**config.mk**
```make
export PLATFORM = sky130hd
export DESIGN_NAME = spi_register_access_front_end
export DESIGN_NICKNAME = d
export VERILOG_FILES = /design/src/spi_front_pkg.sv /design/src/pin_sync.sv /design/src/spi_register_access_front_end.sv /design/src/word_buf2.sv
export SDC_FILE = /design/constraint.sdc
export NUM_CORES = 1
export LEC_CHECK = 0
export ABC_AREA = 1
export BUFFER_PORTS_ARGS = -buffer_cell sky130_fd_sc_hd__clkbuf_2
export CORE_MARGIN = 2
export CORE_UTILIZATION = 40
export DETAILED_ROUTE_END_ITERATION = 10
export PLACE_DENSITY = 0.67
export SYNTH_ARGS = -nofsm -noshare
export SYNTH_HDL_FRONTEND = slang
export SYNTH_SLANG_ARGS = --single-unit
```
**constraint.sdc**
```tcl
create_clock -name i_mclk -period 2.75 [get_ports i_mclk]
set_input_delay 0 -clock i_mclk [delete_from_list [all_inputs] [get_ports i_mclk]]
set_output_delay 0 -clock i_mclk [all_outputs]
set_load 0.005 [all_outputs]
```
**src/spi_front_pkg.sv**
```systemverilog
// shared constants and types of the serial register front end
package spi_front_pkg;

   // ****************************************************************
   // register numbers
   // ****************************************************************
   localparam logic [4:0] REG_FIFO_LAST = 5'h04;
   localparam logic [4:0] REG_EP_STALL = 5'h09;
   localparam logic [4:0] REG_PIN_CTL = 5'h11;
   localparam logic [4:0] REG_GPIO_LOW = 5'h14;
   localparam logic [4:0] REG_MODE = 5'h1b;
   localparam logic [4:0] REG_LAST = 5'h1f;

   // ****************************************************************
   // command byte fields
   // ****************************************************************
   localparam int CMD_ADDR_MSB = 7;
   localparam int CMD_ADDR_LSB = 3;
   localparam int CMD_DIR_BIT = 1;
   localparam int CMD_ACK_BIT = 0;

   // ****************************************************************
   // local register fields, masks and reset values
   // ****************************************************************
   localparam int EP_STALL_ACK_BIT = 6;
   localparam logic [7:0] EP_STALL_MASK = 8'h7f;
   localparam logic [7:0] EP_STALL_RESET = 8'h00;
   localparam int PIN_CTL_FDUP_BIT = 4;
   localparam logic [7:0] PIN_CTL_RESET = 8'h00;
   localparam int MODE_HOST_BIT = 0;
   localparam logic [7:0] MODE_MASK = 8'h11;
   localparam logic [7:0] MODE_RESET = 8'h00;

   // ****************************************************************
   // timing
   // ****************************************************************
   localparam int MCLK_HZ = 125_000_000;
   localparam int SCLK_MAX_HZ = 26_000_000;
   localparam int WR_WORD_W = 13;

   // ****************************************************************
   // access phases
   // ****************************************************************
   typedef enum logic [1:0] {PH_IDLE, PH_CMD, PH_DATA} phase_t;

endpackage

```
**src/pin_sync.sv**
```systemverilog
// two-stage synchroniser for pins from outside the clock domain
`timescale 1ns/10ps
module pin_sync
   #(parameter int N = 3)
   (
   input wire logic i_mclk,
   input wire logic i_resetn,
   input wire logic i_ce,
   input wire logic [N-1:0] i_pins,
   output logic [N-1:0] o_pins
   );

   typedef struct packed
   {
      logic [N-1:0] stage1;
      logic [N-1:0] stage2;
   } sync_state_t;

   sync_state_t s;
   sync_state_t next_s;

   // first stage feeds only the second
   always_comb
   begin
      next_s = s;
      next_s.stage1 = i_pins;
      next_s.stage2 = s.stage1;
   end

   // state register, pins idle high after reset
   always_ff @(posedge i_mclk or negedge i_resetn)
   begin
      if (!i_resetn)
      begin
         s <= '1;
      end
      else if (i_ce)
      begin
         s <= next_s;
      end
   end

   assign o_pins = s.stage2;

endmodule

```
**src/spi_register_access_front_end.sv**
```systemverilog
// serial slave front end giving an external master the register file
// Function
// - access is command byte then data bytes, all bits msb first
// - register number is the top five command bits, msb first
// - direction one writes the register, zero reads it back
// - ack flag sets stall-status ack bit in peripheral mode only
// - full duplex shifts eight status bits out during command byte
// - half duplex sends no status byte in command phase
// - registers zero to four hold the address for every byte
// - registers five to nineteen advance the address per byte
// - register twenty holds the address
// - registers 21 to 31 advance, stopping at register 31
// - bits without function read zero; master writes no ones
// - host-select bit in mode register selects host operation
// - 32 addresses, 26 peripheral and 23 host registers in use
// - peripheral status order: suspend down to ep0 in available
// - host status order: transfer done down to bus event
// - sample on clock rise, change on fall, clock at most 26 MHz
// - select low frames access; high ignores clock, output floats
// - half duplex floats data output, data line turns around
`timescale 1ns/10ps
module spi_register_access_front_end
   import spi_front_pkg::*;
   (
   input wire logic i_mclk,
   input wire logic i_resetn,
   input wire logic i_ce,
   input wire logic i_sclk,
   input wire logic i_ss_n,
   input wire logic i_mosi,
   output logic o_mosi,
   output logic o_mosi_oe,
   output logic o_miso,
   output logic o_miso_oe,
   input wire logic [7:0] i_periph_status,
   input wire logic [7:0] i_host_status,
   output logic [4:0] o_reg_addr,
   output logic o_reg_rd,
   input wire logic [7:0] i_reg_rdata,
   output logic o_wr_valid,
   input wire logic i_wr_ready,
   output logic [4:0] o_wr_addr,
   output logic [7:0] o_wr_data,
   output logic o_host_mode,
   output logic o_full_duplex,
   output logic [7:0] o_endpoint_stall_status,
   output logic o_write_dropped
   );

   // ****************************************************************
   // state
   // ****************************************************************
   typedef struct packed
   {
      phase_t phase;
      logic [2:0] bit_cnt;
      logic [7:0] rx;
      logic [7:0] tx;
      logic [7:0] rd_hold;
      logic [4:0] addr;
      logic dir_write;
      logic fetch;
      logic drive;
      logic [7:0] endpoint_stall_status;
      logic [7:0] pin_ctl;
      logic [7:0] operating_mode_config;
      logic dropped;
      logic sclk_d;
      logic ss_d;
   } front_state_t;

   front_state_t s;
   front_state_t next_s;

   logic [2:0] pins_sync;
   logic sclk_s;
   logic ss_s;
   logic mosi_s;
   logic sclk_rise;
   logic sclk_fall;
   logic host;
   logic full_dup;
   logic [7:0] rx_byte;
   logic [7:0] status_byte;
   logic [7:0] read_byte;
   logic push_valid;
   logic push_ready;
   logic [WR_WORD_W-1:0] push_word;
   logic [WR_WORD_W-1:0] pop_word;

   // ****************************************************************
   // pin synchronisers and write buffer
   // ****************************************************************
   pin_sync #(.N(3)) u_sync
   (
      .i_mclk(i_mclk),
      .i_resetn(i_resetn),
      .i_ce(i_ce),
      .i_pins({i_sclk, i_ss_n, i_mosi}),
      .o_pins(pins_sync)
   );

   word_buf2 #(.W(WR_WORD_W)) u_wr_buf
   (
      .i_mclk(i_mclk),
      .i_resetn(i_resetn),
      .i_ce(i_ce),
      .i_valid(push_valid),
      .o_ready(push_ready),
      .i_data(push_word),
      .o_valid(o_wr_valid),
      .i_ready(i_wr_ready),
      .o_data(pop_word)
   );

   assign sclk_s = pins_sync[2];
   assign ss_s = pins_sync[1];
   assign mosi_s = pins_sync[0];

   // ****************************************************************
   // address sequencing
   // ****************************************************************
   // fifos, register twenty and the last register hold; rest advance
   function automatic logic [4:0] advance_addr(input logic [4:0] a);
      logic [4:0] r;
      r = a + 5'h01;
      if (a <= REG_FIFO_LAST)
      begin
         r = a;
      end
      if (a == REG_GPIO_LOW)
      begin
         r = a;
      end
      if (a == REG_LAST)
      begin
         r = a;
      end
      return r;
   endfunction

   // ****************************************************************
   // mode decode and read multiplexer
   // ****************************************************************
   // host bit picks register map and status layout
   assign host = s.operating_mode_config[MODE_HOST_BIT];
   assign full_dup = s.pin_ctl[PIN_CTL_FDUP_BIT];
   assign sclk_rise = sclk_s && !s.sclk_d;
   assign sclk_fall = !sclk_s && s.sclk_d;
   assign rx_byte = {s.rx[6:0], mosi_s};

   // status bits arrive already in link order, top bit first
   assign status_byte = host ? i_host_status : i_periph_status;

   // local registers answer here, all others come from the engine
   always_comb
   begin
      case (s.addr)
         REG_EP_STALL: read_byte = s.endpoint_stall_status & EP_STALL_MASK;
         REG_PIN_CTL: read_byte = s.pin_ctl;
         REG_MODE: read_byte = s.operating_mode_config & MODE_MASK;
         default: read_byte = i_reg_rdata;
      endcase
   end

   // ****************************************************************
   // serial engine
   // ****************************************************************
   // timing notes for users of this front end
   //  - every pin passes two flops, and edges are found one flop later,
   //    so a select fall or clock edge acts three system clocks after
   //    it reaches the pin
   //  - the serial clock must stay high and low for at least two
   //    system clocks each, or edges merge in the synchroniser
   //  - select must stay high at least three system clocks between
   //    accesses, or the next command byte starts late
   //  - the status byte is loaded the cycle select is seen low, so
   //    its top bit stands before the first clock rise arrives
   //  - the eighth rise of the command loads the address; a read then
   //    strobes the engine once and catches its byte a cycle later
   //  - the caught byte enters the shifter at the next falling clock,
   //    before the master samples the first data bit
   //  - reads prefetch: after each read byte the next address is
   //    fetched at once, so a fifo may give up one byte too many
   //    when the master stops early
   //  - a write leaves the shifter only once all eight bits are in;
   //    a byte cut short by select rising is thrown away
   //  - writes to the engine go through the two-word buffer; when it
   //    is full the byte is lost and the dropped flag stays set until
   //    the next select fall
   //  - the stall, pin-control and mode registers live here and are
   //    written in place, never pushed to the engine
   //  - an acknowledge in the command is applied before any data byte,
   //    so a data write to the stall register in the same access wins
   //  - in host mode the acknowledge flag is ignored
   //  - with the clock enable low every flop here holds, so pin edges
   //    that come and go meanwhile are missed
   //
   // one pass per clock: frame, shift in, decode, shift out
   always_comb
   begin
      next_s = s;
      next_s.fetch = 1'b0;
      next_s.sclk_d = sclk_s;
      next_s.ss_d = ss_s;
      push_valid = 1'b0;
      push_word = {s.addr, rx_byte};
      // read data is caught one cycle after the address settles
      if (s.fetch)
      begin
         next_s.rd_hold = read_byte;
      end
      if (ss_s)
      begin
         // deselected: clock ignored, partial byte thrown away
         next_s.phase = PH_IDLE;
         next_s.bit_cnt = 3'd0;
         next_s.drive = 1'b0;
      end
      else if (s.ss_d)
      begin
         // select just fell: a fresh command byte starts
         next_s.phase = PH_CMD;
         next_s.bit_cnt = 3'd0;
         next_s.dropped = 1'b0;
         next_s.tx = full_dup ? status_byte : 8'h00;
         next_s.drive = full_dup;
      end
      else
      begin
         if (sclk_rise && (s.phase != PH_IDLE))
         begin
            next_s.rx = rx_byte;
            next_s.bit_cnt = s.bit_cnt + 3'd1;
            if (s.bit_cnt == 3'd7)
            begin
               if (s.phase == PH_CMD)
               begin
                  // command complete: load address and direction
                  next_s.addr = rx_byte[CMD_ADDR_MSB:CMD_ADDR_LSB];
                  next_s.dir_write = rx_byte[CMD_DIR_BIT];
                  next_s.phase = PH_DATA;
                  next_s.fetch = !rx_byte[CMD_DIR_BIT];
                  if (rx_byte[CMD_ACK_BIT] && !host)
                  begin
                     next_s.endpoint_stall_status[EP_STALL_ACK_BIT] = 1'b1;
                  end
               end
               else
               begin
                  if (s.dir_write)
                  begin
                     // whole byte in: commit it
                     case (s.addr)
                        REG_EP_STALL:
                        begin
                           next_s.endpoint_stall_status =
                              rx_byte & EP_STALL_MASK;
                        end
                        REG_PIN_CTL:
                        begin
                           next_s.pin_ctl = rx_byte;
                        end
                        REG_MODE:
                        begin
                           next_s.operating_mode_config =
                              rx_byte & MODE_MASK;
                        end
                        default:
                        begin
                           push_valid = 1'b1;
                           next_s.dropped = s.dropped || !push_ready;
                        end
                     endcase
                  end
                  next_s.addr = advance_addr(s.addr);
                  next_s.fetch = !s.dir_write;
               end
            end
         end
         if (sclk_fall && (s.phase != PH_IDLE))
         begin
            // output changes only on the falling clock
            if (s.phase == PH_DATA)
            begin
               next_s.drive = full_dup || !s.dir_write;
            end
            if ((s.phase == PH_DATA) && (s.bit_cnt == 3'd0))
            begin
               next_s.tx = s.rd_hold;
            end
            else if (s.bit_cnt != 3'd0)
            begin
               next_s.tx = {s.tx[6:0], 1'b0};
            end
         end
      end
   end

   // state register, frozen while the clock enable is low
   always_ff @(posedge i_mclk or negedge i_resetn)
   begin
      if (!i_resetn)
      begin
         s.phase <= PH_IDLE;
         s.bit_cnt <= 3'd0;
         s.rx <= 8'h00;
         s.tx <= 8'h00;
         s.rd_hold <= 8'h00;
         s.addr <= 5'h00;
         s.dir_write <= 1'b0;
         s.fetch <= 1'b0;
         s.drive <= 1'b0;
         s.endpoint_stall_status <= EP_STALL_RESET;
         s.pin_ctl <= PIN_CTL_RESET;
         s.operating_mode_config <= MODE_RESET;
         s.dropped <= 1'b0;
         s.sclk_d <= 1'b0;
         s.ss_d <= 1'b1;
      end
      else if (i_ce)
      begin
         s <= next_s;
      end
   end

   // ****************************************************************
   // outputs
   // ****************************************************************
   // full duplex uses the dedicated output, half duplex the data line
   assign o_miso = s.tx[7];
   assign o_miso_oe = s.drive && full_dup;
   assign o_mosi = s.tx[7];
   assign o_mosi_oe = s.drive && !full_dup && (s.phase == PH_DATA)
                      && !s.dir_write;
   assign o_reg_addr = s.addr;
   assign o_reg_rd = s.fetch;
   assign o_wr_addr = pop_word[WR_WORD_W-1:8];
   assign o_wr_data = pop_word[7:0];
   assign o_host_mode = host;
   assign o_full_duplex = full_dup;
   assign o_endpoint_stall_status = s.endpoint_stall_status;
   assign o_write_dropped = s.dropped;

endmodule

```
**src/word_buf2.sv**
```systemverilog
// two-entry buffer with valid and ready on both sides
`timescale 1ns/10ps
module word_buf2
   #(parameter int W = 13)
   (
   input wire logic i_mclk,
   input wire logic i_resetn,
   input wire logic i_ce,
   input wire logic i_valid,
   output logic o_ready,
   input wire logic [W-1:0] i_data,
   output logic o_valid,
   input wire logic i_ready,
   output logic [W-1:0] o_data
   );

   typedef struct packed
   {
      logic [1:0][W-1:0] mem;
      logic [1:0] count;
      logic rd_ptr;
   } buf_state_t;

   buf_state_t s;
   buf_state_t next_s;
   logic push;
   logic pop;

   // push at the tail, pop at the head
   always_comb
   begin
      next_s = s;
      push = i_valid && (s.count != 2'd2);
      pop = i_ready && (s.count != 2'd0);
      if (push)
      begin
         next_s.mem[s.rd_ptr ^ s.count[0]] = i_data;
      end
      if (pop)
      begin
         next_s.rd_ptr = ~s.rd_ptr;
      end
      next_s.count = s.count + {1'b0, push} - {1'b0, pop};
   end

   // state register
   always_ff @(posedge i_mclk or negedge i_resetn)
   begin
      if (!i_resetn)
      begin
         s <= '0;
      end
      else if (i_ce)
      begin
         s <= next_s;
      end
   end

   assign o_ready = (s.count != 2'd2);
   assign o_valid = (s.count != 2'd0);
   assign o_data = s.mem[s.rd_ptr];

endmodule
```
After elaboration in Yosys (flattened, before gate mapping) --
Index checks and enable logic that the tools add are counted. Widths: inputs -> output; s select.
Storage, ports and cells: memories 0, memory bits (writable) 0, bits in latches 0, output and inout bits 35, register bits after elaboration 92, logic and storage cells 152, memory bits (read-only) 0, input port bits 31
Cells by class: divide/modulo/power cells 0, mux-type cells 48, reductions and logical operators 54, add/subtract/negate cells 4, order comparisons 4, bitwise logic cells 5, equality and inequality tests 15, shifts and indexed selects 0, multiply operators 0
Operator list (number):
- $mux 8 | 7
- $mux 13 | 4
- $reduce_and 8->1 | 5
- $mux 5 | 7
- $bwmux 26 | 1
- $mux 24 | 1
- $pmux 8 s3 | 1
- $mux 1 | 23
- $reduce_bool 3->1 | 7
- $eq 5x5->1 const B | 4
- $reduce_bool 2->1 | 8
- $demux 13 s1 | 1
- $logic_and 1x1->1 | 13
- $reduce_and 4->1 | 3
- $ne 2x2->1 const B | 5
- $reduce_and 2->1 | 4
- $logic_not 1->1 | 7
- $mux 7 | 1
- $reduce_and 7->1 | 1
- $reduce_and 6->1 | 1
- $add 5x1->5 const B | 1
- $eq 5x4->1 const B | 1
- $le 5x3->1 const B | 1
- $lt 1x2->1 const B | 2
- other kinds (15) | 21

Logic depth before layout (Yosys ltp) --
depth after elaboration 12, mapped depth 12, depth with buffers taken out 11

Modules after synthesis --
From an unflattened synthesis, not the netlist that was laid out.
Unflattened totals: cells, all modules 671, area, all modules 5131.2 sq um
Modules (own cells, without submodules):
- spi_register_access_front_end | instances 1, cells each 449, area each 3325.7 sq um, seq. area each 1402.6 sq um
- word_buf2 | instances 1, cells each 197, area each 1576.5 sq um, seq. area each 725.7 sq um
- pin_sync | instances 1, cells each 25, area each 229.0 sq um, seq. area each 157.7 sq um

Worst setup path before layout --
Ideal clock, no wire load.
kind flip-flop to flip-flop, start point register s[59] in the netlist's numbering, end point register u_wr_buf.s[2] in the netlist's numbering, period minus slack after synthesis 1928 ps, cell stages (with the launch flop) 12, data required time 2619 ps, path buffers 1, arrival 1797 ps, path slack 822 ps, setup time 131 ps, cell sequence dfrtp_1 ha_1 ha_1 inv_1 nor2_1 nand2_1 nor2_4 buf_6 ha_1 a21oi_1 o21ai_0 xor2_1
On the way: word-level cells in the longest chain between the ends 8
RTL lines:
- start: declaration | RTL line spi_register_access_front_end.sv:72 | front_state_t s;
- start signal: assignment | RTL line spi_register_access_front_end.sv:323 | s <= next_s;
- $eq 3x3->1 | RTL line spi_register_access_front_end.sv:235 | if (s.bit_cnt == 3'd7)
- $mux 1 | RTL line spi_register_access_front_end.sv:235
- $mux 1 | RTL line spi_register_access_front_end.sv:231 | if (sclk_rise && (s.phase != PH_IDLE))
- $mux 1 | RTL line spi_register_access_front_end.sv:220 | else if (s.ss_d)
- $mux 1 | RTL line spi_register_access_front_end.sv:213 | if (ss_s)
- $logic_and 1x1->1 | RTL line word_buf2.sv:33 | push = i_valid && (s.count != 2'd2);
- $add 2x1->2 | RTL line word_buf2.sv:43 | next_s.count = s.count + {1'b0, push} - {1'b0, pop};
- $sub 2x1->2 | RTL line word_buf2.sv:43
- end signal: assignment | RTL line word_buf2.sv:55 | s <= next_s;
- end: declaration | RTL line word_buf2.sv:24 | buf_state_t s;
Every way passes these cells. A chain may end at the register's enable or synchronous reset.

Worst setup path after layout --
start point register s (netlist bit o_reg_addr[1]), end point register u_wr_buf.s[2] in the netlist's numbering
On the way: word-level cells in the longest chain between the ends 12, elaborated cells on any way between the ends 14, classes of those cells add/sub (2); eq/ne (3); mux (7); reduce/logical (2)
RTL lines:
- $eq 5x5->1 or $eq 5x4->1 (tied branches) | RTL line spi_register_access_front_end.sv:254 | case (s.addr)
- $reduce_or 3->1 (no line) (*)
- $mux 1 (*) | RTL line spi_register_access_front_end.sv:254
- $mux 1 (*) | RTL line spi_register_access_front_end.sv:251 | if (s.dir_write)
- $mux 1 (*) | RTL line spi_register_access_front_end.sv:237 | if (s.phase == PH_CMD)
- $mux 1 (*) | RTL line spi_register_access_front_end.sv:235
- $mux 1 (*) | RTL line spi_register_access_front_end.sv:231
- $mux 1 (*) | RTL line spi_register_access_front_end.sv:220
- $mux 1 (*) | RTL line spi_register_access_front_end.sv:213
- $logic_and 1x1->1 (*) | RTL line word_buf2.sv:33
- $add 2x1->2 (*) | RTL line word_buf2.sv:43
- $sub 2x1->2 (*) | RTL line word_buf2.sv:43
Mark *: on every way between the ends. The rest lies on a longest branch, timed or not.

==> impl_metrics.yaml <==
sta:
  maxSlewViolCount: 0
  tightestPinTransition_ns: 1.13
  report.final.hold_viol_count: 0
  setup_tns_ns: 0
  worst_rel_slew_slack_pct: 24.5
  final_min_period_over_clock_period_pct: 76.6
  finalWorstPathRequiredPeriod_ns: 2.11
  rsz0062_at_grt: "no"
  clock.fmax_ghz: 0.475
  finalSetupViolCount: 0
  fin_skew_ns: 0.0109
global_route:
  vias_in_the_first_global_route: 4047
  grt_remaining_overflow: 0
  first_pass_grt_wire_length_mm: 19.7
  grt_antenna_before_repair: 0
  grt_max_degree: 90
  track_usage_pct: 18.9
die:
  initial_util_pct: 41.1
  floorplan.core_area_sq_mm: 0.0120
  floorplan.io_pins: 66
  fp_rows: 40
  die_y_um: 115
  floorplan.die_area_sq_mm: 0.0132
  fp.dieW_um: 115
critical_path:
  cp_data_required_time_ns: 2.96
  crit_type: "reg -> reg"
  max_fanout_on_critical_path: 6
  startpoint_type: "register"
  cp-end-kind: "register"
  crit_arrival_ns: 2.32
cts:
  number_of_buffers_on_the_longest_clock_path: 2
  post_cts_buffers: 0
  root_buffer: "clkbuf_16"
  cts_hold_repair.buffers: 17
  clk_latency_ns: 0.34
  cts_tree: "yes"
  tritoncts.num_buffers: 9
  htree_levels: 3
  ctsResizeCount: 0
  worst_setup_hold_path_clk_slew_ns: 0.07
  count_of_clock_tree_sinks: 91
synthesis:
  synth.avg_cell_area_sq_um: 7.82
  synth.yosys.seq_area_share_pct: 46.3
  synth_nets: 671
  synth_edf_count: 0
  synth-async-reset-ratio_pct: 100
  yosys_warnings: 0
  netlist-cell-type-count: 38
  ys_seq_elements: 91
  primary_flip_flop_cell_chosen_by_synthesis_mapping: "dfrtp_1"
  syn_area_sq_mm: 0.00494
  synthCells: 631
cells_and_area:
  num_antenna_cells: 0
  final_core_utilization_pct: 47.3
  nets: 728
  register_area_sq_mm: 0.00229
  multi_input_comb_area_sq_mm: 0.00218
  final.fill_count: 1207
  area_delta_synth_final_pct: 15.2
  drive_above_1_share_pct: 18.3
place:
  globalplace.congestion: 0.903
  detailedPlacementHpwl_mm: 8.41
  place.port_buffers: 64
worst_hold_path:
  worstHoldPathType: "in -> reg"
flow_run:
  max_cap_viol_count: 0
drt:
  tritonroute_pass_1_iters: 5
  viasPerCell: 5.13
  totalWireLength_mm: 11.9
  drc: 0
  detailroute.via_count: 4305
  1st_iter_drt_viols: 279
  final_antenna_violating_net_count: 0
  wl_per_cell_um: 14.2
power:
  leakage_nw: 2.89
  ir_drop_v: 0.000325
  power.density_mw_per_mm2: 588
run_status:
  result_of_the_run: "finished clean"
[worst max-delay path, stage by stage, from the launching register on]
cell and delay [ns]:
dfrtp_1 0.46, inv_1 0.13, ha_1 0.20, inv_1 0.05
nor2_1 0.08, nand2_1 0.13, nand3_1 0.22, nor2_4 0.06
ha_1 0.21, a21oi_1 0.14, o21ai_0 0.13, xor2_1 0.16
[report_power, final]
group | switching (mW) | internal, mW
registers | 0.0711 | 1.41
clock network | 0.555 | 0.719
logic | 0.442 | 0.150
[Yosys cell counts, types with 9 or more instances]
cell type    n  area [sq um]
a21oi_1     13          65.1
inv_2       10          37.5
clkbuf_1    11          41.3
nor2_1      43           161
nand3_1      9          45.0
nand2_1    230           863
inv_1       42           158
nand4_1     31           194
buf_4       16           120
dfrtp_1     84          2100
o21ai_0     60           300
ha_1         9           113
o21ai_1     11          55.1
[path summary, 6_finish.rpt]
kind | from | endpoint | slack, ns | cells past startpoint
hold / removal | i_host_status[4] | s[47]$_DFFE_PN0P_ | 0.01 | 5
setup / recovery | o_reg_addr[1]$_DFFE_PN0P_ | u_wr_buf.s[2]$_DFFE_PN0P_ | 0.64 | 11
max in group asynchronous | i_resetn | u_sync.next_s[0]$_DFFE_PN1P_ | 1.53 | 3
min in group asynchronous | i_resetn | o_endpoint_stall_status[2]$_DFFE_PN0P_ | 0.41 | 2
setup reg to reg | o_reg_addr[1]$_DFFE_PN0P_ | u_wr_buf.s[2]$_DFFE_PN0P_ | 0.64 | 11
hold reg to reg | u_wr_buf.s[7]$_DFFE_PN0P_ | u_wr_buf.s[7]$_DFFE_PN0P_ | 0.48 | 2
[placed cells by master (no fill, tap or decap), types with 4 or more instances in the layout]
cell,n
a21oi_1,13
buf_4,5
clkbuf_16,9
clkbuf_2,63
dfrtp_1,84
dfstp_2,7
dlygate4sd3_1,17
ha_1,9
inv_1,42
inv_2,10
nand2_1,230
nand2_2,4
nand3_1,9
nand4_1,31
nor2_1,43
nor2_4,5
nor3_1,5
o21ai_0,60
o21ai_1,11
o21ai_2,7
[cell type report]
class,instances,share of cell area [%]
inverters,53,3.54
clock inverters,7,1.45
repair buffers,85,9.20
clock buffers,9,3.96
well taps,147,3.23
flip-flops and latches,91,40.2
multi-input cells,448,38.4
[per-stage QoR]
step | std cells | hold slack [ns] | cell area, sq um | total power, mW | worst slack, ns
final | 840 | 0.0140 | 5690 | 3.35 | 0.644
after global routing | 840 | 0.0478 | 5690 | 3.51 | 0.415
after CTS | 840 | 0.00538 | 5690 | 3.37 | 0.672
after detailed placement | 807 | 0.197 | 5210 | 2.07 | 0.687
after global placement | 807 | 0.194 | 5210 | 2.05 | 0.745
after floorplan | 631 | -0.296 | 4940 | 1.89 | 0.822
[state kept, by name, summed over array words and instances (netlist names)]
signal and count:
o_endpoint_stall_status 7, o_full_duplex 1, o_host_mode 1, o_miso 1, o_reg_addr 5, o_reg_rd 1
o_write_dropped 1, push_word 7, s 32, u_sync.next_s 3, u_sync.o_pins 3, u_wr_buf.s 29
[layer usage]
metal / track usage (%) / part of all wire, %
met1: 25.7 / 46
met2: 31.0 / 49
met3: 3.06 / 3.9
met4: 6.02 / 1.3
met5: 0 / 0
[cells by family after synthesis]
| kind of cell | share of synthesized area, % |
|---|---|
| AOI/OAI and AO/OA | 10.7 |
| xor gates and xnor gates | 0.862 |
| and+or+nand+nor | 30.4 |
| buffers and inverters | 9.45 |
| DFF | 46.3 |
| adders and majority gates | 2.28 |
| other | 0.0760 |
(Power assumes the default switching activity.)
